===== src/hdl/icd_consts.svh =====
// Constants for the instruction cache diagnostic access block.
// Assumes the core CSR path delivers 12-bit CSR addresses.
//
// Functional notes
// - Outside debug mode, accesses trap as illegal.
// - Parity bit 1 covers instruction bits 31:16.
// - Parity bit 0 covers bits 15:0 or tag.
// - ECC: 9:5 upper code, 4:0 lower/tag.
// - Fetch path generates and checks check bits.
// - Trigger read loads both holding registers from array.
// - Trigger write of one stores both registers.
// - Trigger reads zero; bits 31:1 reserved.
// - Select: bit 24 array, 21:20 way, 15:2 index.
// - Content: instruction 31:0, or tag 31:12.
// - Tag access: LRU 6:4 shared, valid bit 0.
`ifndef ICD_CONSTS_SVH
`define ICD_CONSTS_SVH

// ====================================================================
// CSR addresses
`define ICD_CHECK_BITS_ADDR 12'h7CA
`define ICD_TRIGGER_ADDR 12'h7CB

// ====================================================================
// Field positions and masks
`define ICD_TRIG_GO_BIT 0
`define ICD_SEL_ARRAY_BIT 24
`define ICD_SEL_WAY_HI 21
`define ICD_SEL_WAY_LO 20
`define ICD_SEL_IDX_HI 15
`define ICD_SEL_IDX_LO 2
`define ICD_TAG_HI 31
`define ICD_TAG_LO 12
`define ICD_PAR_MASK 32'h0000_0003
`define ICD_ECC_MASK 32'h0000_03FF

// ====================================================================
// Reset values
`define ICD_CHECK_BITS_RST 32'h0000_0000

`endif


===== src/hdl/icd_pkg.sv =====
// Types shared by the diagnostic access block.
// Assumes nothing beyond a SystemVerilog compiler.
package icd_pkg;

  // ==================================================================
  // Diagnostic sequencer states, one-hot
  typedef enum logic [1:0] {
    ICD_IDLE    = 2'b01, // Ready for a CSR access
    ICD_RD_WAIT = 2'b10  // Array read in flight
  } icd_state_t;

endpackage


===== src/hdl/icd_chk_if.sv =====
// Carrier between a check-bit generator and its user.
// Assumes the user drives data and samples results combinationally.
`timescale 1ns/1ps
interface icd_chk_if;
  logic [19:0] data; // Protected data, zero-extended
  logic par; // Even parity over data
  logic [4:0] code; // Five-bit Hamming code over data

  modport gen (input data, output par, output code);
  modport use_side (output data, input par, input code);
endinterface


===== src/hdl/icd_chk_gen.sv =====
// Parity and five-bit Hamming code generator for up to 20 bits.
// Assumes unused upper data bits are zero.
`timescale 1ns/1ps
module icd_chk_gen (
  icd_chk_if.gen ch // Data in, check bits out
);

  // ==================================================================
  // Code generation
  // Each data bit takes the next Hamming position that is not a power
  // of two; zero bits add nothing, so narrow data needs no special case.
  always_comb begin
    int j;
    logic [4:0] c;
    j = 0;
    c = 5'h00;
    for (int p = 3; p < 32; p++) begin
      if ((p & (p - 1)) != 0 && j < 20) begin
        if (ch.data[j]) begin
          c = c ^ 5'(p);
        end
        j = j + 1;
      end
    end
    ch.code = c;
    ch.par = ^ch.data; // Even parity bit
  end

endmodule // icd_chk_gen


===== src/hdl/icd_diag_access.sv =====
// Instruction cache diagnostic access and fetch check-bit logic.
// Assumes the core stalls the CSR op until csr_done_q, and the cache
// arrays answer a read with arr_rvalid some cycles after arr_req_q.
`timescale 1ns/1ps
`include "icd_consts.svh"
module icd_diag_access #(
  parameter bit USE_ECC = 1'b0 // Build choice: 0 parity, 1 ECC
) (
  input wire logic clock, // Core clock, 50 MHz
  input wire logic rst_n, // Async reset, active low
  input wire logic debug_mode, // Core is in debug mode
  input wire logic csr_valid, // CSR access request pulse
  input wire logic csr_write, // Request is a write
  input wire logic [11:0] csr_addr, // CSR address
  input wire logic [31:0] csr_wdata, // CSR write data
  input wire logic [31:0] sel_loc, // Location-select register value
  input wire logic [31:0] content_in, // Content holding register
  output logic csr_done_q, // Access answered pulse
  output logic csr_illegal_q, // Illegal instruction with done
  output logic [31:0] csr_rdata_q, // CSR read data
  output logic content_load_q, // Load content register pulse
  output logic [31:0] content_q, // Value for content register
  output logic arr_req_q, // Array access pulse
  output logic arr_we_q, // Array access is a write
  output logic arr_tag_sel_q, // 1 tag/status array, 0 data
  output logic [1:0] arr_way_q, // Way
  output logic [13:0] arr_index_q, // Index
  output logic [31:0] arr_wdata_q, // Content to write
  output logic [9:0] arr_wcheck_q, // Check bits to write
  input wire logic arr_rvalid, // Array read data valid
  input wire logic [31:0] arr_rdata, // Array read content
  input wire logic [9:0] arr_rcheck, // Array read check bits
  input wire logic fill_valid, // Fetch fill data valid
  input wire logic [31:0] fill_data, // Fill instruction word
  input wire logic [19:0] fill_tag, // Fill tag
  output logic [9:0] fill_data_check_q, // Generated data check bits
  output logic [4:0] fill_tag_check_q, // Generated tag check bits
  input wire logic rd_valid, // Fetch read valid
  input wire logic [31:0] rd_data, // Fetched instruction word
  input wire logic [9:0] rd_data_check, // Stored data check bits
  input wire logic [19:0] rd_tag, // Fetched tag
  input wire logic [4:0] rd_tag_check, // Stored tag check bits
  output logic data_err_q, // Data check mismatch pulse
  output logic tag_err_q // Tag check mismatch pulse
);

  // ==================================================================
  // Check-bit generators: fill lo/hi/tag, then read lo/hi/tag
  icd_chk_if lane [6] ();
  logic [19:0] lane_data [6]; // Zero-extended lane data
  assign lane_data[0] = {4'h0, fill_data[15:0]};
  assign lane_data[1] = {4'h0, fill_data[31:16]};
  assign lane_data[2] = fill_tag;
  assign lane_data[3] = {4'h0, rd_data[15:0]};
  assign lane_data[4] = {4'h0, rd_data[31:16]};
  assign lane_data[5] = rd_tag;

  for (genvar g = 0; g < 6; g++) begin : g_lane
    assign lane[g].data = lane_data[g];
    icd_chk_gen u_gen (
      .ch(lane[g])
    );
  end

  logic [9:0] fill_dchk; // Layout of fill data check bits
  logic [4:0] fill_tchk; // Layout of fill tag check bits
  logic [9:0] rd_dchk; // Recomputed read data check bits
  logic [4:0] rd_tchk; // Recomputed read tag check bits

  // Parity or ECC layout, fixed at build time
  always_comb begin
    if (USE_ECC) begin
      fill_dchk = {lane[1].code, lane[0].code};
      fill_tchk = lane[2].code;
      rd_dchk = {lane[4].code, lane[3].code};
      rd_tchk = lane[5].code;
    end else begin
      fill_dchk = {8'h00, lane[1].par, lane[0].par};
      fill_tchk = {4'h0, lane[2].par};
      rd_dchk = {8'h00, lane[4].par, lane[3].par};
      rd_tchk = {4'h0, lane[5].par};
    end
  end

  // ==================================================================
  // Fetch path check bits and error flags
  logic [9:0] fill_data_check_d; // Next data check bits
  logic [4:0] fill_tag_check_d; // Next tag check bits
  logic data_err_d; // Next data error pulse
  logic tag_err_d; // Next tag error pulse

  // Generate on fill, compare on read
  always_comb begin
    fill_data_check_d = fill_data_check_q;
    fill_tag_check_d = fill_tag_check_q;
    if (fill_valid) begin
      fill_data_check_d = fill_dchk;
      fill_tag_check_d = fill_tchk;
    end
    data_err_d = rd_valid && (rd_dchk != rd_data_check);
    tag_err_d = rd_valid && (rd_tchk != rd_tag_check);
  end

  // Fetch path registers
  always_ff @(posedge clock or negedge rst_n) begin
    if (!rst_n) begin
      fill_data_check_q <= 10'h000;
      fill_tag_check_q <= 5'h00;
      data_err_q <= 1'b0;
      tag_err_q <= 1'b0;
    end else begin
      fill_data_check_q <= fill_data_check_d;
      fill_tag_check_q <= fill_tag_check_d;
      data_err_q <= data_err_d;
      tag_err_q <= tag_err_d;
    end
  end

  // ==================================================================
  // Diagnostic CSR sequencer
  localparam logic [31:0] CHK_MASK =
    USE_ECC ? `ICD_ECC_MASK : `ICD_PAR_MASK;

  icd_pkg::icd_state_t state_q, state_d; // Sequencer state
  logic [31:0] check_bits_q, check_bits_d; // Check-bit holding register
  logic csr_done_d, csr_illegal_d, content_load_d;
  logic [31:0] csr_rdata_d, content_d, arr_wdata_d;
  logic arr_req_d, arr_we_d, arr_tag_sel_d;
  logic [1:0] arr_way_d;
  logic [13:0] arr_index_d;
  logic [9:0] arr_wcheck_d;
  logic hit_chk, hit_trig; // Address decode

  assign hit_chk = csr_addr == `ICD_CHECK_BITS_ADDR;
  assign hit_trig = csr_addr == `ICD_TRIGGER_ADDR;

  // Next-state and register-file logic
  always_comb begin
    state_d = state_q;
    check_bits_d = check_bits_q;
    csr_done_d = 1'b0;
    csr_illegal_d = 1'b0;
    csr_rdata_d = csr_rdata_q;
    content_load_d = 1'b0;
    content_d = content_q;
    arr_req_d = 1'b0;
    arr_we_d = arr_we_q;
    arr_tag_sel_d = arr_tag_sel_q;
    arr_way_d = arr_way_q;
    arr_index_d = arr_index_q;
    arr_wdata_d = arr_wdata_q;
    arr_wcheck_d = arr_wcheck_q;
    unique case (state_q)
      icd_pkg::ICD_IDLE: begin
        if (csr_valid && (hit_chk || hit_trig)) begin
          csr_done_d = 1'b1;
          csr_rdata_d = 32'h0000_0000;
          if (!debug_mode) begin
            csr_illegal_d = 1'b1;
          end else if (hit_chk) begin
            if (csr_write) begin
              check_bits_d = csr_wdata & CHK_MASK;
            end else begin
              csr_rdata_d = check_bits_q;
            end
          end else begin
            // Location select drives every trigger access
            arr_tag_sel_d = sel_loc[`ICD_SEL_ARRAY_BIT];
            arr_way_d = sel_loc[`ICD_SEL_WAY_HI:`ICD_SEL_WAY_LO];
            arr_index_d = sel_loc[`ICD_SEL_IDX_HI:`ICD_SEL_IDX_LO];
            if (csr_write) begin
              // Go bit only; the rest of the word is reserved
              if (csr_wdata[`ICD_TRIG_GO_BIT]) begin
                arr_req_d = 1'b1;
                arr_we_d = 1'b1;
                arr_wdata_d = content_in;
                // Stored as loaded; no regeneration, so errors inject
                arr_wcheck_d = check_bits_q[9:0];
              end
            end else begin
              // Trigger read waits for the array before answering
              csr_done_d = 1'b0;
              arr_req_d = 1'b1;
              arr_we_d = 1'b0;
              state_d = icd_pkg::ICD_RD_WAIT;
            end
          end
        end
      end
      icd_pkg::ICD_RD_WAIT: begin
        if (arr_rvalid) begin
          content_load_d = 1'b1;
          content_d = arr_rdata;
          check_bits_d = {22'h0, arr_rcheck} & CHK_MASK;
          csr_done_d = 1'b1;
          csr_rdata_d = 32'h0000_0000;
          state_d = icd_pkg::ICD_IDLE;
        end
      end
      default: begin
        state_d = icd_pkg::ICD_IDLE; // Recover from illegal code
      end
    endcase
  end

  // Sequencer registers
  always_ff @(posedge clock or negedge rst_n) begin
    if (!rst_n) begin
      state_q <= icd_pkg::ICD_IDLE;
      check_bits_q <= `ICD_CHECK_BITS_RST;
      csr_done_q <= 1'b0;
      csr_illegal_q <= 1'b0;
      csr_rdata_q <= 32'h0000_0000;
      content_load_q <= 1'b0;
      content_q <= 32'h0000_0000;
      arr_req_q <= 1'b0;
      arr_we_q <= 1'b0;
      arr_tag_sel_q <= 1'b0;
      arr_way_q <= 2'h0;
      arr_index_q <= 14'h0000;
      arr_wdata_q <= 32'h0000_0000;
      arr_wcheck_q <= 10'h000;
    end else begin
      state_q <= state_d;
      check_bits_q <= check_bits_d;
      csr_done_q <= csr_done_d;
      csr_illegal_q <= csr_illegal_d;
      csr_rdata_q <= csr_rdata_d;
      content_load_q <= content_load_d;
      content_q <= content_d;
      arr_req_q <= arr_req_d;
      arr_we_q <= arr_we_d;
      arr_tag_sel_q <= arr_tag_sel_d;
      arr_way_q <= arr_way_d;
      arr_index_q <= arr_index_d;
      arr_wdata_q <= arr_wdata_d;
      arr_wcheck_q <= arr_wcheck_d;
    end
  end

  logic idle_hit; // Accepted access to our CSRs
  assign idle_hit = csr_valid && (hit_chk || hit_trig) &&
                    state_q == icd_pkg::ICD_IDLE;
endmodule // icd_diag_access


===== config.mk =====
export PLATFORM = sky130hd
export DESIGN_NAME = icd_diag_access
export DESIGN_NICKNAME = d
export VERILOG_FILES = /design/src/hdl/icd_pkg.sv /design/src/hdl/icd_chk_if.sv /design/src/hdl/icd_chk_gen.sv /design/src/hdl/icd_diag_access.sv
export VERILOG_INCLUDE_DIRS = /design/src /design/src/hdl
export SDC_FILE = /design/constraint.sdc
export NUM_CORES = 1
export LEC_CHECK = 0
export ABC_CLOCK_PERIOD_IN_PS = 2950
export BUFFER_PORTS_ARGS = -buffer_cell sky130_fd_sc_hd__buf_2
export CAP_MARGIN = 10
export CORE_AREA = 2 2 164 166
export DETAILED_ROUTE_END_ITERATION = 10
export DIE_AREA = 0 0 166 168
export GPL_TIMING_DRIVEN = 0
export PLACE_DENSITY = 0.55
export SLEW_MARGIN = 0
export SYNTH_ARGS = -nofsm -noshare
export SYNTH_HDL_FRONTEND = slang
export SYNTH_SLANG_ARGS = --single-unit

===== constraint.sdc =====
create_clock -name clock -period 2.95 [get_ports clock]
set_clock_uncertainty 0.2 [all_clocks]
set_input_delay 0.59 -clock clock [delete_from_list [all_inputs] [get_ports clock]]
set_output_delay 0.59 -clock clock [all_outputs]
set_load 0.1 [all_outputs]

Word level (Yosys, flattened, before mapping)
Index checks and enable logic that the tools add are counted. Widths: inputs -> output; s select.

Equal/unequal tests: 14. Muxes and demuxes: 36. Bitwise logic cells: 1. Reduce and logical (&&, ||, !) cells: 18.

Operator list (number): $mux 32 (10); $pmux 32 s2 (2); $reduce_xor 20->1 (6); $eq 12x11->1 const B (2); $mux 1 (17); $ne 2x2->1 const B (7); $reduce_and 6->1 (2); $mux 2 (5); $ne 2x10->1 (1); $reduce_and 5->1 (2); $ne 1x5->1 (1); $pmux 2 s2 (1); $reduce_and 4->1 (1); $logic_and 1x1->1 (3); $reduce_and 3->1 (1); $eq 2x1->1 const B (1); $eq 2x2->1 const B (1); $ne 2x1->1 const B (1); $pmux 1 s2 (1); $reduce_and 2->1 (1); $reduce_bool 2->1 (1); $logic_or 1x1->1 (1); $not 1->1 (1).

Bits in registers: 167. Output and inout bits: 145.

Logic depth before layout (Yosys ltp)
Gate-level depths: netlist of the first run.

Depth in word-level cells: 6. Depth in mapped cells: 7. Depth with buffers taken out: 6.

Hierarchy
From an unflattened synthesis of the first run, not the netlist that was laid out.

Cell total of the unflattened synthesis: 522. Area total of the unflattened synthesis: 6924.1 µm².

Modules (own cells, without submodules): icd_diag_access (instances 1, cells an instance 300, area each 4499.3 µm²); icd_chk_gen (instances 6, cells an instance 37, area each 404.1 µm²).

Worst setup path before layout of the first run
OpenSTA, ideal clock, no wires.

Path type: in2reg. From: input csr_addr[11]. To: register arr_wdata_q[10]. Setup time: 125 ps. Arrival time: 1939 ps. Path slack: 686 ps. Cell stages on the path: 5. Buffers on the path: 1. Path through: and4b_1 > nand4_4 > nor3_4 > buf_6 > mux2_2.

Word-level cells in the longest chain between the ends: 4.

RTL lines: start, declared (RTL line icd_diag_access.sv:14) `input wire logic [11:0] csr_addr,`; $eq 12x11->1 (no line); $logic_or 1x1->1; $logic_and 1x1->1; $reduce_and 6->1 (no line) (*); end signal, assigned (RTL line icd_diag_access.sv:236) `arr_wdata_q <= arr_wdata_d;`; end, declared (RTL line icd_diag_access.sv:28) `output logic [31:0] arr_wdata_q,`.

Mark *: on every way between the ends. The rest lies on a longest branch, timed or not. A chain may end at the register's enable or synchronous reset.

Worst setup path in the final report of the first run
From: register state_q[0]. To: register content_q[16].

Word-level cells in the longest chain between the ends: 2.

RTL lines: start, declared (RTL line icd_diag_access.sv:124) `icd_pkg::icd_state_t state_q, state_d;`; start signal, assigned (RTL line icd_diag_access.sv:209) `state_q <= icd_pkg::ICD_IDLE;`; start signal, assigned (RTL line icd_diag_access.sv:224) `state_q <= state_d;`; $eq 2x2->1 (RTL line icd_diag_access.sv:153) `unique case (state_q)`; $reduce_and 2->1 (no line); end signal, assigned (RTL line icd_diag_access.sv:230) `content_q <= content_d;`; end, declared (RTL line icd_diag_access.sv:22) `output logic [31:0] content_q,`.

No other way between the ends.

==> results of run 1 <==
[where the power goes]
group	internal, mW	switching [mW]	leakage (nW)	total [mW]
clock network	0.683	0.605	0.153	1.29
registers	1.60	0.116	1.34	1.72
logic	0.742	2.34	2.75	3.08
[sequential cells by signal, indices dropped and copies added (netlist names), 2 cells and up]
signal and flops:
check_bits_q 2, content_q 32, fill_data_check_q 2, arr_wdata_q 32, csr_rdata_q 2, arr_way_q 2
state_q 2, arr_index_q 14, arr_wcheck_q 2
[worst max-delay path: stages (launching register included)]
cell and delay, ps:
dfstp_2 550, inv_1 40, ha_1 270, nand2_1 370, clkbuf_1 610, mux2_2 410
[layer usage]
layer | vias up | global-route usage [%] | part of all wire (%)
li1 | 1989 | - | -
met2 | 209 | 16.7 | 50
met5 | - | 0 | 0
met3 | 19 | 2.99 | 8.1
met1 | 1845 | 11.1 | 40
met4 | 0 | 3.06 | 1.8
[layout make-up]
type                    instances  area [sq um]  share of cell area, %
clock inverters                 7          93.8                   1.22
plain buffers                  57           428                   5.55
clock buffers                   9           225                   2.92
well taps                     341           427                   5.54
flip-flops and latches         99          2480                   32.2
inverters                       6          22.5                  0.292
repair buffers                319          1620                   21.0
multi-input cells             283          2410                   31.3
[cell families after synthesis]
| kind of cell | synth area share [%] |
|---|---|
| other cells | 0.0727 |
| flops | 48.1 |
| xor+xnor | 17.5 |
| fa+ha+maj | 0.485 |
| mux | 19.4 |
| compound gates | 1.60 |
| simple gates | 4.10 |
| buf+inv | 8.74 |
[synth_stat cells]
cell	n
nand3b_1	1
dfrtp_1	98
nand3_1	2
nor4b_1	1
nor4_1	3
nand2_1	6
mux2i_1	2
nor3_4	1
inv_1	6
buf_4	51
nor4bb_1	1
o31a_1	1
nor2_4	1
nand2b_1	1
ha_1	2
mux2_2	85
o21ai_0	2
a31o_2	1
a21oi_1	8
and4b_1	2
a21o_1	1
nor3_1	1
a21boi_0	1
nand4_1	2
xor2_1	9
nor2_1	6
and4bb_2	1
xnor2_1	84
mux2_1	2
clkbuf_1	3
nor2b_1	1
dfstp_2	1
nand4_4	1
xnor3_1	4
buf_6	3
conb_1	1
[through the flow]
step	util (%)	TNS [ps]	hold slack (ps)	power (mW)	setup WS, ps
2_1_floorplan	-	0	94.4	4.27	686
3_3_place_gp	27.9	-10070	265	4.83	-114
3_5_place_dp	28.0	0	276	4.85	231
4_1_cts	29.2	0	63.8	6.19	227
5_1_grt	29.2	0	89.4	6.37	119
6_report	29.2	0	49.5	6.08	385
[how the worst min path moves through the flow]
stage          slack [ps]  cells after the start                           to
2_1_floorplan          90                      0   arr_index_q[0]$_DFFE_PN0P_
3_3_place_gp          270                      1   arr_wdata_q[4]$_DFFE_PN0P_
3_5_place_dp          280                      1   arr_wdata_q[9]$_DFFE_PN0P_
4_1_cts                60                      1  arr_wdata_q[29]$_DFFE_PN0P_
5_1_grt                90                      1  arr_wdata_q[29]$_DFFE_PN0P_
6_report               50                      1  arr_wdata_q[29]$_DFFE_PN0P_
==> results.tsv, run 1 <==
metric	value	unit
outcome	finished, final reports clean	
cts_max_level	3	
layout_commonest_cell	buf_2	
cp-start-kind	register	
cts_buffers	9	
core_area	26400	sq um
synth_largest_area_cell	dfrtp_1	
start_util	19.6	%
syn-instance-count	396	
critPathMaxFanout	10	
drtIter0Drc	88	
r2r_start	state_q[0]$_DFFE_PN1P_	
min_path_type	primary input to asynchronous set/reset pin	
die_height	168	microns
grtUsageTotal	9.53	%
clock_latency	350	ps
critPathKind	register to register	
ys_warn_count	0	
maxSlewHeadroom	51.5	%
cts_max_path_buffers	2	
synth.area.top_cells	dfrtp_1, mux2_2, xnor2_1, buf_4, xnor3_1	
drt_pass1_iterations	3	
syn_area	5160	sq um
n_antenna_cell	0	
cts_tree	yes	
cp-end-kind	register	
nFillCells	2783	
placed_cell_area	7390	sq um
layout.nets	1054	
r2r_setup_slack	390	ps
fin_cells	1121	
rr_worst_depth	5	
gp_congestion	0.741	
p_per_area	789	nW/um^2
antenna_found_initial	0	
wl	13400	microns
hpwl	11000	microns
period_share	86.9	%
fmax	0.390	GHz
layout_min_cycle_time	2560	ps
hold_viol	0	
antenna_left	0	
grt_pass1_wl	21100	microns
vias	4062	
final_area	7710	sq um
synth_top_area_share	47.6	%
cts.sinks	99	
io_pins	422	
vias_per_cell	3.62	
synth.distinct_cells	36	
rsz0062_at_grt	no	
final_cell_mix	buf_2, dfrtp_1, mux2_2	
maxSlewViolCount	0	
cap_viol_max_count	0	
die_w	166	microns
holdBufCountCts	0	
synth.yosys.seq_area_share	48.1	%
crit_start	state_q[0]$_DFFE_PN1P_	
postCtsSetupRepairBufs	0	
overflow	0	
clockRootBuffer	clkbuf_16	
syn_avg_cell_area	13.0	sq um
worstMarginPinSlew	728	ps
row_count	60	
worstSetupEndpoint	content_q[16]$_DFFE_PN0P_	
placed_cells_incl_taps	1105	
grt_pass1_vias	4038	
reg2reg_to	content_q[16]$_DFFE_PN0P_	
drive_gt1_share	61.5	%
ir_worst_vdd	0.688	mV
drc_errors	0	
area_delta_synth_final	49.5	%
cts_resized	0	
crit_arrival	2600	ps
portBuffers	318	
crit_required	2990	ps
ys_ff_latch	99	
setup_viol	0	
die-area	27900	sq um
grt_max_degree	55	
total_leakage_power	4.25	nW
clk_pin_slew_worst_paths	80	ps
drt-wirelength-per-cell	12.0	microns
No activity file was read; power rests on OpenSTA's default activity.
==> run 2: changes to the inputs <==
--- a/config.mk
+++ b/config.mk
@@ -9,12 +9,13 @@
 export ABC_CLOCK_PERIOD_IN_PS = 2950
 export BUFFER_PORTS_ARGS = -buffer_cell sky130_fd_sc_hd__buf_2
 export CAP_MARGIN = 10
-export CORE_AREA = 2 2 164 166
+export CORE_AREA = 2 2 163 165
 export DETAILED_ROUTE_END_ITERATION = 10
-export DIE_AREA = 0 0 166 168
+export DIE_AREA = 0 0 165 167
 export GPL_TIMING_DRIVEN = 0
 export PLACE_DENSITY = 0.55
 export SLEW_MARGIN = 0
 export SYNTH_ARGS = -nofsm -noshare
 export SYNTH_HDL_FRONTEND = slang
 export SYNTH_SLANG_ARGS = --single-unit
+export TNS_END_PERCENT = 100
==> results.tsv, run 2 (synthesis gave the netlist of run 1 again) <==
metric	value	unit
maxSlewHeadroom	48.7	%
clock_latency	340	ps
clk_pin_slew_worst_paths	70	ps
cts_resized	0	
layout_min_cycle_time	2560	ps
reg_top3	arr_wdata_q (32), content_q (32), arr_index_q (14)	
drive_gt1_share	61.4	%
path_buf_inv	2	
period_share	86.7	%
ir_worst_vdd	0.824	mV
row_count	59	
vias_per_cell	3.60	
fmax	0.391	GHz
cts_tree	yes	
portBuffers	318	
antenna_left	0	
hpwl	11400	microns
path_delay_family	buffers and inverters	
drt-wirelength-per-cell	12.3	microns
die_w	165	microns
power	5.94	mW
rsz0062_at_grt	no	
cap_viol_max_count	0	
critPathKind	register to register	
wl	13700	microns
worstMarginPinSlew	769	ps
grt_pass1_wl	20500	microns
total_leakage_power	4.23	nW
grtUsageTotal	9.72	%
dp_slack	288	ps
max_stage_delay	640	ps
drtIter0Drc	100	
antenna_found_initial	1	
grt_pass1_vias	4019	
layout.nets	1054	
cts_max_level	3	
p_per_area	776	nW/um^2
critPathMaxFanout	10	
area_delta_synth_final	48.4	%
crit_chain	inv_1, ha_1, nand2_1, clkbuf_1, mux2_2	
start_util	20.0	%
cts_buffers	9	
crit_arrival	2590	ps
die-area	27600	sq um
hold_viol	0	
io_pins	422	
min_path_type	primary input to asynchronous set/reset pin	
r2r_setup_slack	390	ps
final_cell_mix	buf_2, dfrtp_1, mux2_2	
core_area	25800	sq um
cts_max_path_buffers	2	
vias	4017	
worst_slack	392	ps
drc_errors	0	
die_height	167	microns
cts.sinks	99	
cp-end-kind	register	
cp-start-kind	register	
maxSlewViolCount	0	
setup_viol	0	
gp_congestion	0.715	
overflow	0	
crit_required	2980	ps
nFillCells	2707	
postCtsSetupRepairBufs	0	
crit_path_top_delay_cell	clkbuf_1	
whs	55.2	ps
clockRootBuffer	clkbuf_16	
holdBufCountCts	0	
drt_pass1_iterations	4	
outcome	finished, final reports clean	
grt_max_degree	56	
timing.setup.tns	0	ps
utilization	29.7	%
layout_commonest_cell	buf_2	
==> run 2: cell count changes in the layout (fill, tap and decap cells not counted) <==
cell,delta
bufinv_16,-1
clkinv_2,+2
clkbuf_8,+1
diode_2,+1
clkinv_8,-1
clkinv_4,-1
inv_8,-2
clkbuf_1,+1
==> run 2: layout make-up <==
| type | instances | area (sq um) | share of cell area (%) |
|---|---|---|---|
| Antenna cell | 1 | 2.50 | 0.0327 |
| Buffer | 57 | 428 | 5.59 |
| Clock buffer | 11 | 243 | 3.17 |
| Clock inverter | 4 | 26.3 | 0.343 |
| Inverter | 6 | 22.5 | 0.294 |
| Multi-Input combinational cell | 283 | 2410 | 31.5 |
| Sequential cell | 99 | 2480 | 32.4 |
| Tap cell | 335 | 419 | 5.48 |
| Timing Repair Buffer | 319 | 1620 | 21.2 |
==> run 2: worst reg2reg max path, cell delays in order (launching register included) <==
cell and delay [ps]:
dfstp_2 540, inv_1 40, ha_1 270, nand2_1 340, clkbuf_1 640, mux2_2 410
==> run 2: final timing paths <==
check	endpoint	depth (start not counted)	from
worst max-delay path	content_q[22]$_DFFE_PN0P_	5	state_q[0]$_DFFE_PN1P_
min in group clock	arr_wdata_q[4]$_DFFE_PN0P_	2	content_in[4]
max in group asynchronous	content_q[24]$_DFFE_PN0P_	2	rst_n
worst min-delay path	arr_way_q[1]$_DFFE_PN0P_	1	rst_n
worst min register to register	arr_wdata_q[4]$_DFFE_PN0P_	1	arr_wdata_q[4]$_DFFE_PN0P_
worst max register to register	content_q[22]$_DFFE_PN0P_	5	state_q[0]$_DFFE_PN1P_
==> run 2: routing by layer <==
metal  share of wire (%)  vias up  global-route usage, %
li1                    -     1990                      -
met1                  39     1810                   10.7
met4                 1.8        0                   4.16
met3                 8.3       14                   2.29
met5                   0        -                      0
met2                  51      203                   17.6
==> run 2: metrics by stage <==
step                cells  area, sq um
finish               1115         7650
global route         1115         7650
CTS                  1114         7650
detailed placement   1099         7380
global placement     1098         7350
floorplan             445         5340
==> run 2: report_power, final <==
group	switching, mW	internal [mW]
clock network	0.533	0.592
logic	2.34	0.742
registers	0.123	1.60
total	3.00	2.94
